## src/psm_pkg.sv

```systemverilog
package psm_pkg;
   localparam logic [10:0] OFS_PAD_IN = 11'h459;
   localparam logic [10:0] OFS_PAD_OUT = 11'h45A;
   localparam logic [10:0] OFS_PAD_STAT = 11'h457;
   localparam logic [10:0] OFS_STRAP_A = 11'h45D;
   localparam logic [10:0] OFS_STRAP_B = 11'h45E;
   localparam logic [10:0] OFS_REV = 11'h466;
   localparam logic [10:0] OFS_MON_C1 = 11'h467;
   localparam logic [10:0] OFS_MON_C2 = 11'h468;
   localparam logic [10:0] OFS_MON_C4 = 11'h46A;
   localparam logic [10:0] OFS_MON_ST = 11'h47B;
   localparam logic [15:0] RST_PAD = 16'h0000;
   localparam logic [15:0] RST_MON_C1 = 16'h0012;
   localparam logic [15:0] RST_MON_C2 = 16'h0920;
   localparam logic [15:0] RST_MON_C4 = 16'h0094;
   localparam logic [15:0] MSK_MON_C4 = 16'h01FE;
   localparam int C4_START = 0;
   localparam int C4_PERIODIC = 1;
   localparam int C4_RESET = 2;
   localparam int C4_FORCE = 3;
   localparam int C4_DIV_LO = 4;
   localparam int C4_AVG = 6;
   localparam int C4_DISC = 7;
   localparam int C4_HCLR = 8;
   localparam int C2_BYP_RST = 15;
   localparam int C2_RDSEL_LO = 12;
   // clock ticks per converter sample for div codes 0..2
   localparam logic [3:0] DIV_TICKS0 = 4'h1;
   localparam logic [3:0] DIV_TICKS1 = 4'h2;
   localparam logic [3:0] DIV_TICKS2 = 4'h4;
   localparam logic [2:0] DISC_LO = 3'h2;
   localparam logic [2:0] DISC_HI = 3'h4;
   localparam logic [2:0] AVG_LO = 3'h2;
   localparam logic [2:0] AVG_HI = 3'h4;
   localparam int HIST_DEPTH = 4;
   typedef struct packed {
      logic [1:0] div;
      logic disc4;
      logic avg4;
   } psm_seq_cfg_t;
   typedef struct packed {
      logic tx_shift;
      logic rx_shift;
      logic sgmii_en;
      logic rgmii_en;
      logic [2:0] test_mode;
      logic [2:0] mac_mode;
      logic role;
      logic [4:0] addr;
   } psm_strap_t;
   typedef enum logic [3:0] {
      SQ_IDLE = 4'h1,
      SQ_DISC = 4'h2,
      SQ_AVG = 4'h4,
      SQ_STORE = 4'h8
   } psm_seq_state_t;
endpackage

```

## src/psm_regs.sv

```systemverilog
`timescale 1ns/1ps
module psm_regs
   import psm_pkg::*;
#(
   parameter logic [3:0] REV_CODE = 4'h3 // arbitrary value
) (
   // clock and reset
   input wire logic mclk_i,
   input wire logic rst_b_i,
   // register access
   input wire logic reg_wr_i,
   input wire logic reg_rd_i,
   input wire logic [10:0] reg_addr_i,
   input wire logic [15:0] reg_wdata_i,
   output logic [15:0] reg_rdata_o,
   // straps, levels captured at reset release
   input wire psm_strap_t strap_a_i,
   input wire logic strap_managed_i,
   // pads
   input wire logic [15:0] pad_level_i,
   input wire logic pad_force_i,
   output logic [15:0] pad_input_mode_o,
   output logic [15:0] pad_output_mode_o,
   // monitor
   input wire logic link_up_i,
   input wire logic [15:0] sensor_data_i [8],
   output logic [2:0] sensor_sel_o,
   output logic sensor_reset_o,
   output logic monitor_busy_o
);
   import psm_pkg::*;
   logic [15:0] pin_r, pin_nxt, pout_r, pout_nxt;
   logic [15:0] c1_r, c1_nxt, c2_r, c2_nxt, c4_r, c4_nxt;
   logic [15:0] rd_r, rd_nxt;
   psm_strap_t sa_r, sa_nxt;
   logic sb_r, sb_nxt, cap_r, cap_nxt;
   logic [15:0] ps1_r, ps2_r, ps3_r, pstat_r, pstat_nxt;
   logic [15:0] plvl_r, plvl_nxt;
   logic [15:0] hist_r [HIST_DEPTH];
   logic [1:0] hptr_r, hptr_nxt;
   logic [2:0] hcnt_r, hcnt_nxt;
   logic go_r, go_nxt, brst_r, busy_r;
   logic [2:0] sel_r;
   logic store;
   logic [15:0] avg;
   logic seq_busy;
   psm_seq_cfg_t cfg;
   logic hold;
   logic [15:0] conv;
   logic [15:0] last_avg;
   assign cfg.div = c4_r[C4_DIV_LO+1:C4_DIV_LO];
   assign cfg.disc4 = c4_r[C4_DISC];
   assign cfg.avg4 = c4_r[C4_AVG];
   assign hold = c4_r[C4_RESET];
   // sampled sensor always follows the bypass select
   assign conv = sensor_data_i[c2_r[2:0]];
   assign last_avg = (hcnt_r == 3'h0) ? 16'h0000 : hist_r[hptr_r - 2'h1];
   psm_seq u_seq (
      .mclk_i(mclk_i),
      .rst_b_i(rst_b_i),
      .hold_i(hold),
      .go_i(go_r),
      .periodic_i(c4_r[C4_PERIODIC]),
      .cfg_i(cfg),
      .sample_i(conv),
      .store_o(store),
      .avg_o(avg),
      .busy_o(seq_busy)
   );
   always_comb begin
      pin_nxt = pin_r;
      pout_nxt = pout_r;
      c1_nxt = c1_r;
      c2_nxt = c2_r;
      c4_nxt = c4_r;
      go_nxt = 1'b0;
      if (reg_wr_i) begin
         case (reg_addr_i)
            OFS_PAD_IN: pin_nxt = reg_wdata_i;
            OFS_PAD_OUT: pout_nxt = reg_wdata_i;
            OFS_MON_C1: c1_nxt = reg_wdata_i;
            OFS_MON_C2: c2_nxt = reg_wdata_i;
            OFS_MON_C4: c4_nxt = reg_wdata_i & MSK_MON_C4;
            default: ;
         endcase
      end
      // start pulses once and never reads back set
      if (reg_wr_i && reg_addr_i == OFS_MON_C4 && reg_wdata_i[C4_START] &&
          !reg_wdata_i[C4_RESET]) begin
         // link gate; force bypasses the link gate, a start without either is dropped
         go_nxt = link_up_i | reg_wdata_i[C4_FORCE];
      end
   end
   always_comb begin
      sa_nxt = sa_r;
      sb_nxt = sb_r;
      cap_nxt = 1'b1;
      if (!cap_r) begin
         sa_nxt = strap_a_i;
         sb_nxt = strap_managed_i;
      end
      // level accepted only once stages two and three agree
      plvl_nxt = (ps3_r & ~(ps2_r ^ ps3_r)) | (plvl_r & (ps2_r ^ ps3_r));
      pstat_nxt = pad_force_i ? plvl_r : 16'h0000;
   end
   always_comb begin
      hptr_nxt = hptr_r;
      hcnt_nxt = hcnt_r;
      if (c4_r[C4_HCLR]) begin
         hptr_nxt = 2'h0;
         hcnt_nxt = 3'h0;
      end else if (store) begin
         hptr_nxt = hptr_r + 2'h1;
         if (hcnt_r != 3'(HIST_DEPTH)) hcnt_nxt = hcnt_r + 3'h1;
      end
   end
   always_comb begin
      rd_nxt = rd_r;
      if (reg_rd_i) begin
         case (reg_addr_i)
            OFS_PAD_STAT: rd_nxt = pstat_r;
            OFS_PAD_IN: rd_nxt = pin_r;
            OFS_PAD_OUT: rd_nxt = pout_r;
            OFS_STRAP_A: rd_nxt = sa_r;
            OFS_STRAP_B: rd_nxt = {15'h0000, sb_r};
            OFS_REV: rd_nxt = {12'h000, REV_CODE};
            OFS_MON_C1: rd_nxt = c1_r;
            OFS_MON_C2: rd_nxt = c2_r;
            OFS_MON_C4: rd_nxt = c4_r;
            // debug select 0 gives last average, else raw sensor
            OFS_MON_ST: rd_nxt = (c2_r[14:12] == 3'h0) ? last_avg :
                                 sensor_data_i[c2_r[C2_RDSEL_LO+2:C2_RDSEL_LO]];
            default: rd_nxt = 16'h0000;
         endcase
      end
   end
   always_ff @(posedge mclk_i or negedge rst_b_i) begin
      if (!rst_b_i) begin
         pin_r <= RST_PAD;
         pout_r <= RST_PAD;
         c1_r <= RST_MON_C1;
         c2_r <= RST_MON_C2;
         c4_r <= RST_MON_C4;
         go_r <= 1'b0;
         sa_r <= '0;
         sb_r <= 1'b0;
         cap_r <= 1'b0;
         ps1_r <= 16'h0000;
         ps2_r <= 16'h0000;
         ps3_r <= 16'h0000;
         pstat_r <= 16'h0000;
         hptr_r <= 2'h0;
         hcnt_r <= 3'h0;
         rd_r <= 16'h0000;
         sel_r <= 3'h0;
         brst_r <= 1'b0;
         plvl_r <= 16'h0000;
         busy_r <= 1'b0;
      end else begin
         pin_r <= pin_nxt;
         pout_r <= pout_nxt;
         c1_r <= c1_nxt;
         c2_r <= c2_nxt;
         c4_r <= c4_nxt;
         go_r <= go_nxt;
         sa_r <= sa_nxt;
         sb_r <= sb_nxt;
         cap_r <= cap_nxt;
         ps1_r <= pad_level_i;
         ps2_r <= ps1_r;
         ps3_r <= ps2_r;
         plvl_r <= plvl_nxt;
         pstat_r <= pstat_nxt;
         hptr_r <= hptr_nxt;
         hcnt_r <= hcnt_nxt;
         rd_r <= rd_nxt;
         sel_r <= c2_r[2:0];
         brst_r <= hold | c2_r[C2_BYP_RST];
         busy_r <= seq_busy;
      end
   end
   always_ff @(posedge mclk_i) begin
      if (store && !c4_r[C4_HCLR]) hist_r[hptr_r] <= avg;
   end
   assign reg_rdata_o = rd_r;
   assign pad_input_mode_o = pin_r;
   assign pad_output_mode_o = pout_r;
   assign sensor_sel_o = sel_r;
   assign sensor_reset_o = brst_r;
   assign monitor_busy_o = busy_r;
endmodule

```

## src/psm_seq.sv

```systemverilog
`timescale 1ns/1ps
module psm_seq
   import psm_pkg::*;
(
   // clock and reset
   input wire logic mclk_i,
   input wire logic rst_b_i,
   // control
   input wire logic hold_i,
   input wire logic go_i,
   input wire logic periodic_i,
   input wire psm_seq_cfg_t cfg_i,
   // converter
   input wire logic [15:0] sample_i,
   // result
   output logic store_o,
   output logic [15:0] avg_o,
   output logic busy_o
);
   psm_seq_state_t st_r, st_nxt;
   logic [3:0] tick_r, tick_nxt;
   logic [2:0] cnt_r, cnt_nxt;
   logic [17:0] acc_r, acc_nxt;
   logic [3:0] ticks;
   logic samp;
   always_comb begin
      case (cfg_i.div)
         2'b00: ticks = DIV_TICKS0;
         2'b01: ticks = DIV_TICKS1;
         default: ticks = DIV_TICKS2; // reserved code runs slowest
      endcase
   end
   assign samp = (tick_r >= ticks - 4'h1);
   always_comb begin
      st_nxt = st_r;
      tick_nxt = samp ? 4'h0 : tick_r + 4'h1;
      cnt_nxt = cnt_r;
      acc_nxt = acc_r;
      store_o = 1'b0;
      case (st_r)
         SQ_IDLE: begin
            tick_nxt = 4'h0;
            if (go_i) begin
               st_nxt = SQ_DISC;
               cnt_nxt = 3'h0;
            end
         end
         SQ_DISC: begin
            if (samp) begin
               cnt_nxt = cnt_r + 3'h1;
               if (cnt_r + 3'h1 == (cfg_i.disc4 ? DISC_HI : DISC_LO)) begin
                  st_nxt = SQ_AVG;
                  cnt_nxt = 3'h0;
                  acc_nxt = 18'h0;
               end
            end
         end
         SQ_AVG: begin
            if (samp) begin
               acc_nxt = acc_r + {2'b00, sample_i};
               cnt_nxt = cnt_r + 3'h1;
               if (cnt_r + 3'h1 == (cfg_i.avg4 ? AVG_HI : AVG_LO)) begin
                  st_nxt = SQ_STORE;
               end
            end
         end
         SQ_STORE: begin
            store_o = 1'b1;
            cnt_nxt = 3'h0;
            st_nxt = periodic_i ? SQ_DISC : SQ_IDLE;
         end
         default: st_nxt = SQ_IDLE;
      endcase
      if (hold_i) begin
         st_nxt = SQ_IDLE;
         store_o = 1'b0;
      end
   end
   assign avg_o = cfg_i.avg4 ? acc_r[17:2] : acc_r[16:1];
   assign busy_o = (st_r != SQ_IDLE);
   always_ff @(posedge mclk_i or negedge rst_b_i) begin
      if (!rst_b_i) begin
         st_r <= SQ_IDLE;
         tick_r <= 4'h0;
         cnt_r <= 3'h0;
         acc_r <= 18'h0;
      end else begin
         st_r <= st_nxt;
         tick_r <= tick_nxt;
         cnt_r <= cnt_nxt;
         acc_r <= acc_nxt;
      end
   end
endmodule

```

## config.mk

```make
export PLATFORM = sky130hd
export DESIGN_NAME = psm_regs
export DESIGN_NICKNAME = d
export VERILOG_FILES = /design/src/psm_pkg.sv /design/src/psm_regs.sv /design/src/psm_seq.sv
export SDC_FILE = /design/constraint.sdc
export NUM_CORES = 1
export LEC_CHECK = 0
export BUFFER_PORTS_ARGS = -buffer_cell sky130_fd_sc_hd__buf_4
export CAP_MARGIN = 5
export CORE_ASPECT_RATIO = 0.5
export CORE_UTILIZATION = 60
export DETAILED_ROUTE_END_ITERATION = 12
export HOLD_SLACK_MARGIN = 0.03
export PLACE_DENSITY_LB_ADDON = 0.1
export SETUP_SLACK_MARGIN = 0.1
export SKIP_LAST_GASP = 1
export SLEW_MARGIN = 5
export SYNTH_ARGS = -nofsm -noshare
export SYNTH_HDL_FRONTEND = slang
export SYNTH_SLANG_ARGS = --single-unit
```

## constraint.sdc

```tcl
create_clock -name mclk_i -period 9.85 [get_ports mclk_i]
set_input_delay 1.97 -clock mclk_i [delete_from_list [all_inputs] [get_ports mclk_i]]
set_output_delay 1.97 -clock mclk_i [all_outputs]
set_load 0.03 [all_outputs]
```

==> flow_summary.yaml <==
global_routing:
  track_usage: 0.3446
  grt_pass1_wl_mm: 64.54
  antenna_found_initial: 1
  grt_pass1_vias: 10774
  grt_max_degree: 93
  overflow: 0
sta:
  max_slew.worst_pin.slew_ns: 1.141
  slew_viol_final: 0
  setup_violations: 0
  layout_setup_ws_ns: 5.303
  rsz0062_at_grt: "false"
  period_needed_ns: 4.547
  tns_ns: 0
  fmax_mhz: 219.9
  slew_headroom: 0.2395
  period_share: 0.4616
  hold_viol_final: 0
  fin_skew_ns: 0.02109
synth:
  yosysSeqAreaShare: 0.5199
  ys_warn_count: 0
  synth.distinct_cells: 82
  avgSynthCellArea_um2: 13.78
  synth_edf_count: 64
  synth-async-reset-ratio: 0.7793
  ys.flop_type: "dfrtp_1"
  syn_nets: 1280
  ys_seq_elements: 290
  synthCells: 1059
  netlist_area_mm2: 0.01460
worst_hold_path:
  min_path_type: "reg2reg"
placed_design:
  io_buffers: 246
  place_hpwl_mm: 30.52
  post-place-ws_ns: 4.816
  gp_congestion: 0.9339
route:
  antenna_left: 0
  vias: 10464
  drt-total-wl_mm: 41.49
  drt_iter0_markers: 852
  drt-pass1-iter-count: 5
  via_per_inst: 6.507
  wire_per_inst_um: 25.80
  drc_errors: 0
floorplanning:
  fp.dieW_um: 222.6
  coreArea_mm2: 0.02332
  start_util: 0.6257
  die_y_um: 112.3
  core.rowCount: 39
  die-area_mm2: 0.02499
  ioPinCount: 247
worst_setup_path:
  arrival_ns: 4.96
  path_cells: "buf_4, mux4_2, mux2i_1, inv_1, ha_1, a211o_1, a211oi_1, nor2_1, or3_1, a32o_1"
  crit_path_end_kind: "flop"
  cp_slowest_stage_delay_ns: 0.61
  crit_required_ns: 10.26
  cp_top_family: "compound AO/OA/AOI/OAI gates"
  start_kind: "input port"
  critPathKind: "in2reg"
  worst_path_max_delay_cell: "a211oi_1"
  crit_buf_inv: 2
  crit_path_max_fanout: 4
cts:
  ctsResizeCount: 0
  clkLatencyLatePin_ns: 0.54
  clk_pin_slew_ns: 0.07
  cts_made_buffers: 25
  cts.sinks: 290
  htreeDepth: 1
  tritoncts: "yes"
  cts_setup_buffers: 0
  cts_hold_buf: 0
  clock-root-buffer: "clkbuf_16"
  clk_path_buf_depth: 3
power:
  powerDensity_mw_per_mm2: 144.3
  leakagePower_nw: 7.374
  power_mw: 2.519
  ir_drop_mv: 0.1537
finish:
  area_growth_syn_to_layout_pct: 19.61
  final_util: 0.7485
  diodes: 0
  layout.nets: 1503
  drive_above_1_share: 0.3997
job:
  cap_violations: 0
run_status:
  status: "completed"
through the flow:
| step | area [um^2] | cells | hold WS, ns |
|---|---|---|---|
| final | 17460 | 1608 | 0.3499 |
| after CTS | 17460 | 1608 | 0.3501 |
| after floorplan | 14600 | 1059 | 0.3312 |
| after detailed placement | 16630 | 1562 | 0.3356 |
| after global routing | 17460 | 1608 | 0.3671 |
| after global placement | 16630 | 1562 | 0.3315 |
Yosys cell counts, types with 5 or more instances:
master	instances	share of area
a22o_1	5	0.0030
a21o_1	9	0.0046
dfrtp_1	217	0.37
o22ai_1	25	0.011
clkbuf_1	33	0.0085
and2_1	24	0.010
o2bb2ai_1	7	0.0042
a31oi_1	6	0.0026
a21oi_1	22	0.0075
nand3b_1	10	0.0051
xor2_1	8	0.0048
inv_1	24	0.0062
mux2_2	107	0.083
a2111oi_0	9	0.0054
nand2_1	44	0.011
edfxtp_1	64	0.13
nor2b_1	7	0.0030
ha_1	26	0.022
o22ai_2	5	0.0043
nor3b_1	6	0.0031
xnor2_1	8	0.0048
a22oi_1	37	0.019
mux4_2	80	0.12
nor2_1	31	0.0080
nor3_1	7	0.0024
buf_2	19	0.0065
nand3_1	17	0.0058
nand2b_1	14	0.0060
o21ai_0	35	0.012
mux2i_1	22	0.015
mux2_1	13	0.010
maj3_1	16	0.011
dfstp_2	9	0.016
logic make-up (layout without fill, tap and decap cells):
kind of cell | Yosys count | in the layout | share of synthesized area
muxes | 222 | 222 | 0.2311
and+or+nand+nor | 199 | 199 | 0.07895
adders and majority gates | 43 | 43 | 0.03463
buffers and inverters | 88 | 330 | 0.02735
xor gates and xnor gates | 16 | 16 | 0.009602
other | 2 | 2 | 0.0005146
DFF | 290 | 290 | 0.5199
AOI/OAI and AO/OA | 199 | 199 | 0.09790
worst reg2reg max path, delay by kind of cell, from the launching register on:
kind | cells | cell delay [ns]
multiplexers | 2 | 0.95
AO/OA/AOI/OAI | 3 | 1.20
buffers and inverters | 2 | 0.62
AND/OR/NAND/NOR | 2 | 0.47
flip-flops | 1 | 0.34
adder cells (fa/ha/maj) | 1 | 0.31
layer usage:
layer | global-route usage | wire length [um]
met5 | 0 | 0
met4 | 0.08046 | 947
met3 | 0.09921 | 3780
met2 | 0.5313 | 19110
met1 | 0.4897 | 17650
sequential cells by signal, summed over array words and instances (netlist names), 4 cells and up, named ones only:
signal and count:
hist_r 64, u_seq.acc_r 18, c1_r 16, c2_r 16, pad_input_mode_o 16, pad_output_mode_o 16, ps1_r 16, ps2_r 16
ps3_r 16, pstat_r 16, reg_rdata_o 16, sa_r 16, c4_r 8, u_seq.st_r 4, u_seq.tick_r 4
worst paths after layout:
kind | startpoint | to | slack (ns) | cells after the start
setup / recovery | sensor_data_i[17] | u_seq.acc_r[9] | 5.30 | 10
hold / removal | ps1_r[11] | ps2_r[11] | 0.35 | 0
setup reg to reg | c2_r[0] | u_seq.acc_r[9] | 5.84 | 10
hold reg to reg | ps1_r[11] | ps2_r[11] | 0.35 | 0
max in group asynchronous | rst_b_i | c2_r[0] | 6.86 | 2
min in group asynchronous | rst_b_i | ps1_r[0] | 1.39 | 1
layout make-up:
| class | count | area, um^2 |
|---|---|---|
| tap | 307 | 384.1 |
| clock buffer | 39 | 738.2 |
| fill | 1520 | 5867 |
| sequential | 290 | 7591 |
| timing repair buffer | 259 | 1952 |
| inverter | 25 | 93.84 |
| multi-input combinational | 681 | 6608 |
| clock inverter | 7 | 91.34 |
placed cells by master (no fill, tap or decap), types with 5 or more instances in the layout:
master     synthesis  layout
clkbuf_8           0       6
a31oi_1            6       6
a21oi_1           22      22
dfrtp_1          217     215
mux4_2            80      80
xor2_1             8       8
o22ai_2            5       5
o21ai_0           35      35
ha_1              26      26
clkbuf_1          33       8
xnor2_1            8       8
a22o_1             5       5
maj3_1            16      16
o22ai_1           25      25
clkbuf_16          0      25
and2_1            24      24
nor2_1            31      31
nand2b_1          14      14
mux2_2           107     107
nand2_1           44      44
edfxtp_1          64      64
nor3b_1            6       6
a21o_1             9       9
nand3b_1          10      10
a22oi_1           37      37
nor2b_1            7       7
inv_1             24      24
a2111oi_0          9       9
mux2_1            13      13
mux2i_1           22      22
nand3_1           17      17
dfstp_2            9       9
buf_4              3     258
o2bb2ai_1          7       7
nor3_1             7       7
where the power goes:
part / internal, mW / switching [mW] / total, mW / leakage, nW
Clock: 0.570 / 0.435 / 1.00 / 0.406
Combinational: 0.118 / 0.109 / 0.227 / 3.43
Sequential: 1.26 / 0.0278 / 1.29 / 3.54
Note: power is estimated with default switching activity, not from simulation.
